**src/smbus_pkg.sv**
```systemverilog
// Package for the two-wire bus controller: register map, field layout, types.
// Assumes a 32-bit AHB-Lite register bus and a single system clock.
package smbus_pkg;

   // ************************************************************
   // Register byte addresses
   // ************************************************************
   localparam logic [7:0] cfg_addr = 8'h00;
   localparam logic [7:0] ctl_addr = 8'h04;
   localparam logic [7:0] dat_addr = 8'h08;

   // ************************************************************
   // Configuration field positions
   // ************************************************************
   localparam int cfg_en_bit = 7;
   localparam int cfg_inh_bit = 6;
   localparam int cfg_busy_bit = 5;
   localparam int cfg_toe_bit = 3;
   localparam int cfg_fte_bit = 2;
   localparam int cfg_cs_lsb = 0;

   // ************************************************************
   // Control field positions
   // ************************************************************
   localparam int ctl_master_bit = 7;
   localparam int ctl_txmode_bit = 6;
   localparam int ctl_sta_bit = 5;
   localparam int ctl_sto_bit = 4;
   localparam int ctl_ackrq_bit = 3;
   localparam int ctl_arblost_bit = 2;
   localparam int ctl_ack_bit = 1;
   localparam int ctl_si_bit = 0;

   localparam logic [7:0] cfg_reset = 8'h00;
   localparam int free_periods = 10;
   localparam logic [1:0] htrans_nonseq = 2'h2;

   typedef enum logic [1:0] {cs_t0, cs_t1, cs_t2h, cs_t2l} clk_src_e;

   typedef enum {
      st_idle, st_start, st_bit_low, st_bit_high, st_ack_low, st_ack_high,
      st_wait_sw, st_stop_low, st_stop_high
   } xfer_e;

   // Pin pair: SCL and SDA input levels
   typedef struct packed {
      logic scl;
      logic sda;
   } pins_s;

   typedef struct packed {
      logic [7:0] addr;
      logic write;
   } ahb_req_s;

endpackage

```
**src/smbus_ctrl.sv**
```systemverilog
// Two-wire bus master/slave controller with AHB-Lite register access.
// Assumes open-drain pads outside; timer overflow pulses come in on hclk.
`timescale 1ns/10ps
`default_nettype none
// Overview of operation
// - First byte: 7-bit address plus direction
// - Receiver acks by low SDA
// - Start, address, data, then stop
// - Each byte answered by other party
// - Lines only pulled low or released
// - Master start only on free bus
// - Released high read low loses arbitration
// - Master waits for SCL really high
// - Clock low over 25 ms is timeout
// - Timer 3 reloads SCL high, counts low
// - Free after ten source periods high
// - Pending start issued after free timeout
// - Soft ack: interrupt placement by direction
// - Hardware ack: interrupt after ack clock
// - Interrupt on start sent, slave stop
// - Enable bit enables master and slave
// - Inhibit: NACK addresses, no slave interrupts except on received data bytes with soft ack
// - Inhibit takes effect at next start
// - Two-bit field selects overflow source
// - Source used for master, free timeout
// - SCL low, high at least one period
// - Busy set in transfer, cleared stop
module smbus_ctrl
   import smbus_pkg::*;
(
   // Clock and reset
   input wire logic hclk,
   input wire logic hresetn,
   // AHB-Lite slave
   input wire logic hsel,
   input wire logic [31:0] haddr,
   input wire logic [1:0] htrans,
   input wire logic hwrite,
   input wire logic [2:0] hsize,
   input wire logic [31:0] hwdata,
   output logic [31:0] hrdata,
   output logic hreadyout,
   output logic hresp,
   input wire logic hready,
   // Timer overflow pulses
   input wire logic [3:0] tmr_ovf,
   // Companion timer control
   output logic timer3_reload,
   // Bus pins
   input wire logic scl_in,
   input wire logic sda_in,
   output logic scl_out,
   output logic scl_oe,
   output logic sda_out,
   output logic sda_oe,
   // Event request to software
   output logic smb_irq
);

   // ************************************************************
   // Pin synchronisers
   // ************************************************************
   pins_s meta_ff, sync_ff, prev_ff;
   always_ff @(posedge hclk or negedge hresetn)
   begin
      if (!hresetn)
      begin
         meta_ff <= '1;
         sync_ff <= '1;
         prev_ff <= '1;
      end
      else
      begin
         meta_ff <= '{scl: scl_in, sda: sda_in};
         sync_ff <= meta_ff;
         prev_ff <= sync_ff;
      end
   end

   logic start_seen, stop_seen, scl_rise;
   assign start_seen = sync_ff.scl && prev_ff.scl && prev_ff.sda && !sync_ff.sda;
   assign stop_seen = sync_ff.scl && prev_ff.scl && !prev_ff.sda && sync_ff.sda;
   assign scl_rise = sync_ff.scl && !prev_ff.scl;

   // ************************************************************
   // State
   // ************************************************************
   logic [7:0] cfg_ff, nxt_cfg;
   logic master_ff, nxt_master;
   logic tx_ff, nxt_tx;
   logic sta_ff, nxt_sta;
   logic sto_ff, nxt_sto;
   logic ackrq_ff, nxt_ackrq;
   logic arblost_ff, nxt_arblost;
   logic ack_ff, nxt_ack;
   logic si_ff, nxt_si;
   logic busy_ff, nxt_busy;
   logic inh_live_ff, nxt_inh_live;
   logic slave_ff, nxt_slave;
   logic addr_ff, nxt_addr;
   logic [7:0] shift_ff, nxt_shift;
   logic [2:0] bit_ff, nxt_bit;
   logic [3:0] free_ff, nxt_free;
   logic [1:0] tick_ff, nxt_tick;
   logic scl_low_ff, nxt_scl_low;
   logic sda_low_ff, nxt_sda_low;
   xfer_e st_ff, nxt_st;
   ahb_req_s req_ff, nxt_req;
   logic [31:0] rdata_ff, nxt_rdata;
   logic reload_ff, nxt_reload;
   logic irq_ff, nxt_irq;

   logic ovf, en, master_wr_ctl;
   logic [7:0] ctl_word;
   assign en = cfg_ff[cfg_en_bit];
   assign ovf = tmr_ovf[cfg_ff[cfg_cs_lsb +: 2]];
   assign ctl_word = {master_ff, tx_ff, sta_ff, sto_ff, ackrq_ff, arblost_ff, ack_ff, si_ff};

   logic take;
   assign take = hsel && hready && htrans == htrans_nonseq;

   // ************************************************************
   // Next state
   // ************************************************************
   always_comb
   begin
      nxt_cfg = cfg_ff;
      nxt_master = master_ff;
      nxt_tx = tx_ff;
      nxt_sta = sta_ff;
      nxt_sto = sto_ff;
      nxt_ackrq = ackrq_ff;
      nxt_arblost = arblost_ff;
      nxt_ack = ack_ff;
      nxt_si = si_ff;
      nxt_busy = busy_ff;
      nxt_inh_live = inh_live_ff;
      nxt_slave = slave_ff;
      nxt_addr = addr_ff;
      nxt_shift = shift_ff;
      nxt_bit = bit_ff;
      nxt_free = free_ff;
      nxt_tick = tick_ff;
      nxt_scl_low = scl_low_ff;
      nxt_sda_low = sda_low_ff;
      nxt_st = st_ff;
      nxt_req = req_ff;
      nxt_rdata = rdata_ff;
      master_wr_ctl = 1'b0;

      // Bus slave: one wait-free data phase
      if (take)
      begin
         nxt_req = '{addr: haddr[7:0], write: hwrite};
         if (hwrite)
            nxt_rdata = '0;
         else if (haddr[7:0] == cfg_addr)
            nxt_rdata = {24'h000000, cfg_ff[7:6], busy_ff, cfg_ff[4:0]};
         else if (haddr[7:0] == ctl_addr)
            nxt_rdata = {24'h000000, ctl_word};
         else if (haddr[7:0] == dat_addr)
            nxt_rdata = {24'h000000, shift_ff};
         else
            nxt_rdata = '0;
      end
      else
         nxt_req.write = 1'b0;

      if (req_ff.write)
      begin
         if (req_ff.addr == cfg_addr)
            nxt_cfg = hwdata[7:0];
         else if (req_ff.addr == ctl_addr)
         begin
            master_wr_ctl = 1'b1;
            nxt_sta = hwdata[ctl_sta_bit];
            nxt_sto = hwdata[ctl_sto_bit];
            nxt_ack = hwdata[ctl_ack_bit];
            nxt_arblost = arblost_ff & hwdata[ctl_arblost_bit];
            nxt_si = hwdata[ctl_si_bit] & si_ff;
         end
         else if (req_ff.addr == dat_addr)
            nxt_shift = hwdata[7:0];
      end

      // Free detection on the selected source
      if (!(sync_ff.scl && sync_ff.sda))
         nxt_free = '0;
      else if (cfg_ff[cfg_fte_bit] && ovf && free_ff != 4'(free_periods + 1))
         nxt_free = free_ff + 4'h1;
      // A fresh START outranks a free count left over from just before it
      if (stop_seen || free_ff == 4'(free_periods + 1))
         nxt_busy = 1'b0;
      if (start_seen)
      begin
         nxt_busy = 1'b1;
         nxt_inh_live = cfg_ff[cfg_inh_bit];
      end
      if (ovf)
         nxt_tick = (tick_ff == 2'h3) ? tick_ff : tick_ff + 2'h1;
      // High time counts from the line really going high, not from release
      if (!sync_ff.scl &&
         (st_ff == st_bit_high || st_ff == st_ack_high || st_ff == st_stop_high))
         nxt_tick = '0;

      case (st_ff)
         st_idle:
         begin
            nxt_scl_low = 1'b0;
            nxt_sda_low = 1'b0;
            if (en && sta_ff && !busy_ff && !si_ff)
            begin
               nxt_sda_low = 1'b1;
               nxt_master = 1'b1;
               nxt_tick = '0;
               nxt_st = st_start;
            end
            else if (en && start_seen && !master_ff)
            begin
               nxt_slave = 1'b1;
               nxt_addr = 1'b1;
               nxt_tx = 1'b0;
               nxt_bit = 3'h7;
               nxt_st = st_bit_low;
            end
         end
         st_start:
            if (tick_ff != 2'h0)
            begin
               nxt_scl_low = 1'b1;
               nxt_sta = 1'b0;
               nxt_tx = 1'b1;
               nxt_si = 1'b1;
               nxt_st = st_wait_sw;
            end
         st_wait_sw:
            if (!si_ff && master_wr_ctl == 1'b0)
            begin
               nxt_tick = '0;
               if (master_ff && sto_ff)
               begin
                  nxt_sda_low = 1'b1;
                  nxt_st = st_stop_low;
               end
               else if (ackrq_ff)
               begin
                  nxt_sda_low = master_ff ? !ack_ff : !ack_ff;
                  nxt_st = st_ack_low;
               end
               else
               begin
                  nxt_bit = 3'h7;
                  nxt_sda_low = tx_ff && !shift_ff[7];
                  nxt_st = st_bit_low;
               end
            end
         st_bit_low:
         begin
            if (master_ff && tick_ff != 2'h0)
            begin
               nxt_scl_low = 1'b0;
               nxt_tick = '0;
               nxt_st = st_bit_high;
            end
            else if (!master_ff && scl_rise)
               nxt_st = st_bit_high;
         end
         st_bit_high:
            if (sync_ff.scl && (!master_ff || tick_ff != 2'h0))
            begin
               if (tx_ff && !sda_low_ff && !sync_ff.sda && master_ff)
               begin
                  nxt_arblost = 1'b1;
                  nxt_master = 1'b0;
                  nxt_sda_low = 1'b0;
                  nxt_tx = 1'b0;
                  nxt_slave = 1'b1;
               end
               nxt_shift = {shift_ff[6:0], sync_ff.sda};
               nxt_scl_low = master_ff;
               nxt_tick = '0;
               if (bit_ff == 3'h0)
               begin
                  nxt_sda_low = 1'b0;
                  if (!tx_ff && !(slave_ff && inh_live_ff && addr_ff) && !cfg_ff[cfg_cs_lsb + 1])
                  begin
                     nxt_ackrq = 1'b1;
                     nxt_si = 1'b1;
                     nxt_st = st_wait_sw;
                  end
                  else
                  begin
                     nxt_sda_low = !tx_ff && !(slave_ff && inh_live_ff);
                     nxt_st = st_ack_low;
                  end
               end
               else
               begin
                  nxt_bit = bit_ff - 3'h1;
                  nxt_sda_low = tx_ff && !shift_ff[6];
                  nxt_st = st_bit_low;
               end
            end
            else if (!master_ff && !sync_ff.scl)
               nxt_st = st_bit_low;
         st_ack_low:
            if ((master_ff && tick_ff != 2'h0) || (!master_ff && scl_rise))
            begin
               nxt_scl_low = 1'b0;
               nxt_tick = '0;
               nxt_st = st_ack_high;
            end
         st_ack_high:
            if (sync_ff.scl && (!master_ff || tick_ff != 2'h0))
            begin
               if (tx_ff)
                  nxt_ack = !sync_ff.sda;
               if (slave_ff && addr_ff)
                  nxt_tx = shift_ff[0];
               nxt_addr = 1'b0;
               nxt_ackrq = 1'b0;
               nxt_scl_low = master_ff;
               nxt_sda_low = 1'b0;
               nxt_si = !(slave_ff && inh_live_ff);
               nxt_st = st_wait_sw;
            end
         st_stop_low:
            if (tick_ff != 2'h0)
            begin
               nxt_scl_low = 1'b0;
               nxt_tick = '0;
               nxt_st = st_stop_high;
            end
         st_stop_high:
            if (sync_ff.scl && tick_ff != 2'h0)
            begin
               nxt_sda_low = 1'b0;
               nxt_sto = 1'b0;
               nxt_master = 1'b0;
               nxt_st = st_idle;
            end
         default:
            nxt_st = st_idle;
      endcase

      if (stop_seen && slave_ff)
      begin
         nxt_slave = 1'b0;
         nxt_si = !inh_live_ff;
         nxt_st = st_idle;
      end
      if (!en)
      begin
         nxt_st = st_idle;
         nxt_master = 1'b0;
         nxt_slave = 1'b0;
         nxt_scl_low = 1'b0;
         nxt_sda_low = 1'b0;
      end
      nxt_reload = !(cfg_ff[cfg_toe_bit] && !sync_ff.scl);
      nxt_irq = nxt_si;
   end

   // ************************************************************
   // Registers
   // ************************************************************
   always_ff @(posedge hclk or negedge hresetn)
   begin
      if (!hresetn)
      begin
         cfg_ff <= cfg_reset;
         master_ff <= 1'b0;
         tx_ff <= 1'b0;
         sta_ff <= 1'b0;
         sto_ff <= 1'b0;
         ackrq_ff <= 1'b0;
         arblost_ff <= 1'b0;
         ack_ff <= 1'b0;
         si_ff <= 1'b0;
         busy_ff <= 1'b0;
         inh_live_ff <= 1'b0;
         slave_ff <= 1'b0;
         addr_ff <= 1'b0;
         shift_ff <= '0;
         bit_ff <= '0;
         free_ff <= '0;
         tick_ff <= '0;
         scl_low_ff <= 1'b0;
         sda_low_ff <= 1'b0;
         st_ff <= st_idle;
         req_ff <= '0;
         rdata_ff <= '0;
         reload_ff <= 1'b1;
         irq_ff <= 1'b0;
      end
      else
      begin
         cfg_ff <= nxt_cfg;
         master_ff <= nxt_master;
         tx_ff <= nxt_tx;
         sta_ff <= nxt_sta;
         sto_ff <= nxt_sto;
         ackrq_ff <= nxt_ackrq;
         arblost_ff <= nxt_arblost;
         ack_ff <= nxt_ack;
         si_ff <= nxt_si;
         busy_ff <= nxt_busy;
         inh_live_ff <= nxt_inh_live;
         slave_ff <= nxt_slave;
         addr_ff <= nxt_addr;
         shift_ff <= nxt_shift;
         bit_ff <= nxt_bit;
         free_ff <= nxt_free;
         tick_ff <= nxt_tick;
         scl_low_ff <= nxt_scl_low;
         sda_low_ff <= nxt_sda_low;
         st_ff <= nxt_st;
         req_ff <= nxt_req;
         rdata_ff <= nxt_rdata;
         reload_ff <= nxt_reload;
         irq_ff <= nxt_irq;
      end
   end

   // Open-drain: output is always low, only the enable moves
   assign scl_out = 1'b0;
   assign sda_out = 1'b0;
   assign scl_oe = scl_low_ff;
   assign sda_oe = sda_low_ff;
   assign hrdata = rdata_ff;
   assign hreadyout = 1'b1;
   assign hresp = 1'b0;
   assign timer3_reload = reload_ff;
   assign smb_irq = irq_ff;

endmodule
`default_nettype wire

```
**config.mk**
```make
export PLATFORM = sky130hd
export DESIGN_NAME = smbus_ctrl
export DESIGN_NICKNAME = d
export VERILOG_FILES = /design/src/smbus_pkg.sv /design/src/smbus_ctrl.sv
export SDC_FILE = /design/constraint.sdc
export NUM_CORES = 1
export LEC_CHECK = 0
export ABC_AREA = 1
export BUFFER_PORTS_ARGS = -buffer_cell sky130_fd_sc_hd__buf_2
export CAP_MARGIN = 20
export CORE_MARGIN = 3
export CORE_UTILIZATION = 50
export CTS_BUF_LIST = sky130_fd_sc_hd__clkbuf_16
export DETAILED_ROUTE_END_ITERATION = 8
export PLACE_DENSITY = 0.81
export SLEW_MARGIN = 20
export SYNTH_ARGS = -nofsm -noshare
export SYNTH_HDL_FRONTEND = slang
export SYNTH_SLANG_ARGS = --single-unit
```
**constraint.sdc**
```tcl
create_clock -name hclk -period 2 [get_ports hclk]
set_input_delay 0.2 -clock hclk [delete_from_list [all_inputs] [get_ports hclk]]
set_output_delay 0.2 -clock hclk [all_outputs]
set_load 0.02 [all_outputs]
```
# Word level (Yosys, flattened, before mapping)
# Index checks and enable logic that the tools add are counted.
op_classes:
  add_sub_neg: 3
  div_mod_pow: 0
  shifts: 0
  order_cmp: 1
  n_reduce_logical: 80
  mul: 0
  mux: 129
  bitwise_logic: 3
  eq_ne: 61
op_table:
  columns: ["operator", "count"]
  rows:
  - ["two-way mux 32 bit", 15]
  - ["case mux 32 bit (9 select lines)", 1]
  - ["equality test 32 x 3 -> 1 bit, second input constant", 5]
  - ["two-way mux 8 bit", 10]
  - ["two-way mux 1 bit", 71]
  - ["equality test 32 x 2 -> 1 bit, second input constant", 2]
  - ["equality test 32 x 4 -> 1 bit, second input constant", 2]
  - ["inequality test 4 bit, second input constant", 11]
  - ["logical AND 1 bit", 37]
  - ["equality test 32 x 1 -> 1 bit, second input constant", 1]
  - ["equality test 32 x 5 -> 1 bit, second input constant", 1]
  - ["zero test 32 bit", 1]
  - ["inequality test 3 bit, second input constant", 10]
  - ["two-way mux 3 bit", 9]
  - ["inequality test 2 bit, second input constant", 13]
  - ["two-way mux 2 bit", 10]
  - ["AND reduction 5 bit", 4]
  - ["zero test 1 bit", 17]
  - ["equality test 8 x 3 -> 1 bit, second input constant", 2]
  - ["equality test 8 x 4 -> 1 bit, second input constant", 2]
  - ["zero test 8 bit", 2]
  - ["AND reduction 8 bit", 2]
  - ["inequality test 5 bit, second input constant", 3]
  - ["case mux 2 bit (6 select lines)", 1]
  - ["31 further kinds", 45]
word_totals:
  regBits: 119
  mem_bits_rw: 0
  output_inout_bits: 40
  romBits: 0
  mem_count: 0
  input_bits: 80
  latchBits: 0

# Logic depth before layout (Yosys ltp)
logic_depth:
  depth_word: 11
  depth_mapped: 12
  depth_no_buf: 12

# Worst setup path before layout
# OpenSTA, ideal clock, no wires.
synth_timing:
  path_type: "reg-to-reg"
  from: "reg sync_ff[1] (netlist bit)"
  to: "reg st_ff[1]"
  setup_time_ps: 117
  stages_incl_launch_ff: 10
  setup_slack_ps: 471
  arrival_ps: 1412
  path_buffers: 0
  synth_period_minus_slack_ps: 1529
  required_ps: 1883
  cell_sequence: "dfstp_2 -> nand2_1 -> nor3_1 -> nand2_1 -> nand2_1 -> inv_1 -> nand2_1 -> nand2_2 -> nand2_1 -> nand2_1"
synth_via:
  elab_chain_len: 7
  elab_cells_between_ends: 29
  cone_classes: "eq/ne (9); mux (4); reduce/logical (16)"
synth_rtl:
  columns: ["item", "line_no", "rtl"]
  rows:
  - ["start: declaration", "smbus_ctrl.sv:63", "pins_s meta_ff, sync_ff, prev_ff;"]
  - ["start signal: assignment", "smbus_ctrl.sv:75", "sync_ff <= meta_ff;"]
  - ["logical AND 1 bit", "smbus_ctrl.sv:81, smbus_ctrl.sv:82", null]
  - ["logical AND 1 bit (2 in a row)", "smbus_ctrl.sv:81", "assign start_seen = sync_ff.scl && prev_ff.scl && prev_ff.sda && !sync_ff.sda;"]
  - ["logical AND 1 bit (2 in a row)", "smbus_ctrl.sv:218", "else if (en && start_seen && !master_ff)"]
  - ["inequality test 5 bit (no line)", null, null]
  - ["AND reduction 9 bit (no line)", null, null]
  - ["end signal: assignment", "smbus_ctrl.sv:390", "st_ff <= st_idle;"]
  - ["end signal: assignment", "smbus_ctrl.sv:417", "st_ff <= nxt_st;"]
  - ["end: declaration", "smbus_ctrl.sv:107", "xfer_e st_ff, nxt_st;"]
# Several ways; a longest one is shown, not always the timed one.
# A chain may end at the register's enable or synchronous reset.

# Worst setup path in the final report
layout_timing:
  from: "reg sync_ff[1] (netlist bit)"
  to: "reg tx_ff"
layout_via:
  elab_chain_len: 7
  elab_cells_between_ends: 10
  cone_classes: "eq/ne (3); reduce/logical (7)"
layout_rtl:
  columns: ["item", "line_no", "rtl"]
  rows:
  - ["logical AND 1 bit (3 in a row)", "smbus_ctrl.sv:81", null]
  - ["logical AND 1 bit (2 in a row)", "smbus_ctrl.sv:218", null]
  - ["inequality test 2 bit (no line)", null, null]
  - ["AND reduction 8 bit (no line) (*)", null, null]
  - ["end signal: assignment", "smbus_ctrl.sv:400", "tx_ff <= nxt_tx;"]
  - ["end: declaration", "smbus_ctrl.sv:90", "logic tx_ff, nxt_tx;"]
# Every way passes the cells marked *; elsewhere a longest branch is shown, timed or not.

==> results.cfg <==
[critical_path]
cp.required_ns = 2.22
r2r_slack_ns = 0.15
crit_fanout = 7
start_kind = register
cp.arrival_ns = 2.07
crit_type = reg -> reg
end_kind = register

[synthesis]
avgSynthCellArea_um2 = 6.94
synthCells = 570
ys_seq_elements = 66
yosysWarnings = 0
synth_seq_area_share = 0.420
synth_compound_area_frac = 0.112
synth_fa_ha_area_frac = 0.00949
synth-simple-area-share = 0.318
yosys-mux-area-fraction = 0
synth_top_family_by_area = simple AND/OR/NAND/NOR gates
syn_area_um2 = 3950
synth-xor-area-share = 0.00443
synth_cell_types = 32

[timing]
setup_tns_ns = 0
relSlewSlack = 0.593
fin_skew_ns = 0.00610
worstMarginPinSlew_ns = 0.610
fmax_ghz = 0.542
rsz0062_at_grt = false
slew_viol_final = 0
fin_crit_ns = 1.85
finalHoldViolCount = 0
finalSetupViolCount = 0
fin_crit_sh = 0.923

[finish]
nets = 712
fillers = 692
fin_util = 0.616
area_growth_pct = 16.1
multiInputGateArea_um2 = 1860
stdcell_count = 733
layout-drive-gt1-share = 0.139
seq_area_um2 = 1660
num_antenna_cells = 0

[clocking]
clkLatencyLatePin_ns = 0.34
htreeDepth = 3
clockBufferDepth = 2
post_cts_buffers = 0
cts_tree = done
cts.sinks = 66
cts_root_buffer = clkbuf_16
cts_buffers = 9
clkTransAtPathRegs_ns = 0.06

[placed_design]
numPortBuffers = 40
placed_cells = 714
hpwlAfterDp_um = 7970
gp_congestion = 0.917

[drt]
vias = 3911
ant_nets = 0
vias_per_cell = 5.34
drt-total-wl_um = 10500
drt-initial-drc-count = 388
dr.pass1.iters = 6
drc = 0
routedWlPerCell_um = 14.4

[grt]
grt_max_degree = 67
grt_pass1_wl_um = 17400
overflow = 0
grtUsageTotal = 0.250
antenna_found_initial = 0
first_global_vias = 3653

[pwr]
p_int_mw = 3.42
swShare = 0.417
pwr-share-seq = 0.340
switching_power_mw = 2.44
pwr-share-clk = 0.275
ir_drop_mv = 0.613
p_leak_nw = 2.59
comb_power_share = 0.385
power_density_nw_per_um2 = 1280

[floorplan]
io_pins = 120
rows = 31
dieArea_um2 = 9010
initial_core_util = 0.531
core_um2 = 7450
die_w_um = 94.9
die_y_um = 94.9

[status]
status = completed

[worst_hold_path]
min_path_type = in -> reg

[job]
max_cap_violations = 0
==> registers in the layout, summed over array words and instances (netlist names), 3 cells and up <==
register	cells
hrdata	8
free_ff	4
cfg_ff	7
st_ff	4
bit_ff	3
req_ff	9
shift_ff	8
==> per-layer routing <==
metal / share of wire / track usage
met4: 0.010 / 0.0649
met1: 0.44 / 0.337
met2: 0.48 / 0.419
met3: 0.077 / 0.0422
met5: 0 / 0
==> power groups by stage <==
stage	registers, mW	clock network (mW)	logic, mW
2_1_floorplan	1.93	0	1.68
6_report	2.00	1.61	2.26
3_5_place_dp	2.01	0	2.21
3_3_place_gp	1.99	0	2.14
4_1_cts	1.98	1.62	2.24
5_1_grt	2.04	1.67	2.59
==> final timing paths <==
check                            from            end  cells after the start
max                        sync_ff[1]          tx_ff                      8
min                          haddr[3]      req_ff[4]                      3
max reg2reg                sync_ff[1]          tx_ff                      8
min reg2reg                meta_ff[0]     sync_ff[0]                      0
max in group asynchronous     hresetn  timer3_reload                      3
min in group asynchronous     hresetn      req_ff[1]                      3
==> final cells by class <==
type / count / share of cell area
inverter: 76 / 0.0622
clock inverter: 7 / 0.0166
timing repair buffer: 58 / 0.0774
clock buffer: 9 / 0.0491
multi-input combinational: 418 / 0.406
tap: 99 / 0.0270
sequential: 66 / 0.362
==> critical path: stages (launching register included) <==
cell      delay, ns
dfstp_2        0.62
nand2_1        0.21
buf_4          0.20
nand2_1        0.13
nand2_1        0.07
a211oi_1       0.29
nand2_1        0.08
nand2_1        0.07
nand2_1        0.05
==> cell usage after synthesis <==
cell type | instances | area, um^2
a211oi_1 | 2 | 15.0
a21oi_1 | 22 | 110
and3_1 | 1 | 6.26
buf_2 | 2 | 10.0
buf_4 | 28 | 210
clkbuf_1 | 6 | 22.5
conb_1 | 2 | 7.51
dfrtp_1 | 59 | 1480
dfstp_2 | 7 | 184
ha_1 | 3 | 37.5
inv_1 | 75 | 282
inv_2 | 1 | 3.75
nand2_1 | 166 | 623
nand2_2 | 3 | 18.8
nand3_1 | 37 | 185
nand3_2 | 1 | 10.0
nand4_1 | 7 | 43.8
nor2_1 | 71 | 267
nor2_2 | 3 | 18.8
nor2_4 | 1 | 11.3
nor3_1 | 9 | 45.0
nor3_2 | 1 | 10.0
nor3b_1 | 1 | 7.51
nor4_2 | 1 | 12.5
o211a_1 | 1 | 10.0
o211ai_1 | 4 | 30.0
o21ai_0 | 44 | 220
o21ai_1 | 4 | 20.0
o21bai_1 | 1 | 7.51
o22ai_1 | 5 | 31.3
xnor2_1 | 1 | 8.76
xor2_1 | 1 | 8.76
==> timing repair <==
item                                   4_1_cts  5_1_grt
setup endpoints to repair                    0        3
endpoints found under the hold margin       61        0
hold buffers                                 3        0
gates resized for setup                      0        1
==> kinds of logic after synthesis <==
logic type / count (synthesis)
AND/OR/NAND/NOR: 302
buffers and inverters: 112
AO/OA/AOI/OAI: 83
flip-flops: 66
adder cells (fa/ha/maj): 3
XOR/XNOR: 2
other: 2
==> cells in the final DEF, fill, tap and decap left out, types with 2 or more instances in the layout <==
master	instances
a21oi_1	22
inv_6	2
conb_1	28
nand2_1	166
o22ai_1	5
dfrtp_1	59
clkinv_4	2
dlygate4sd3_1	3
o21ai_0	43
o21ai_1	5
clkbuf_16	9
nor2_2	3
o211ai_1	4
ha_1	3
buf_2	40
a211oi_1	2
nor2_1	71
nor3_1	9
nand4_1	7
inv_1	75
dfstp_2	7
nand2_2	3
buf_4	14
nand3_1	37
==> stage by stage <==
step                      worst slack [ns]  cell area [um^2]  power, mW  hold WS [ns]
final                                0.155              4590       5.86         0.105
after global routing                0.0239              4590       6.29         0.121
after CTS                            0.181              4590       5.84         0.104
after detailed placement             0.193              4260       4.22         0.245
after global placement               0.245              4260       4.13         0.242
after floorplan                      0.471              4050       3.61       -0.0956
(Power assumes the default switching activity.)
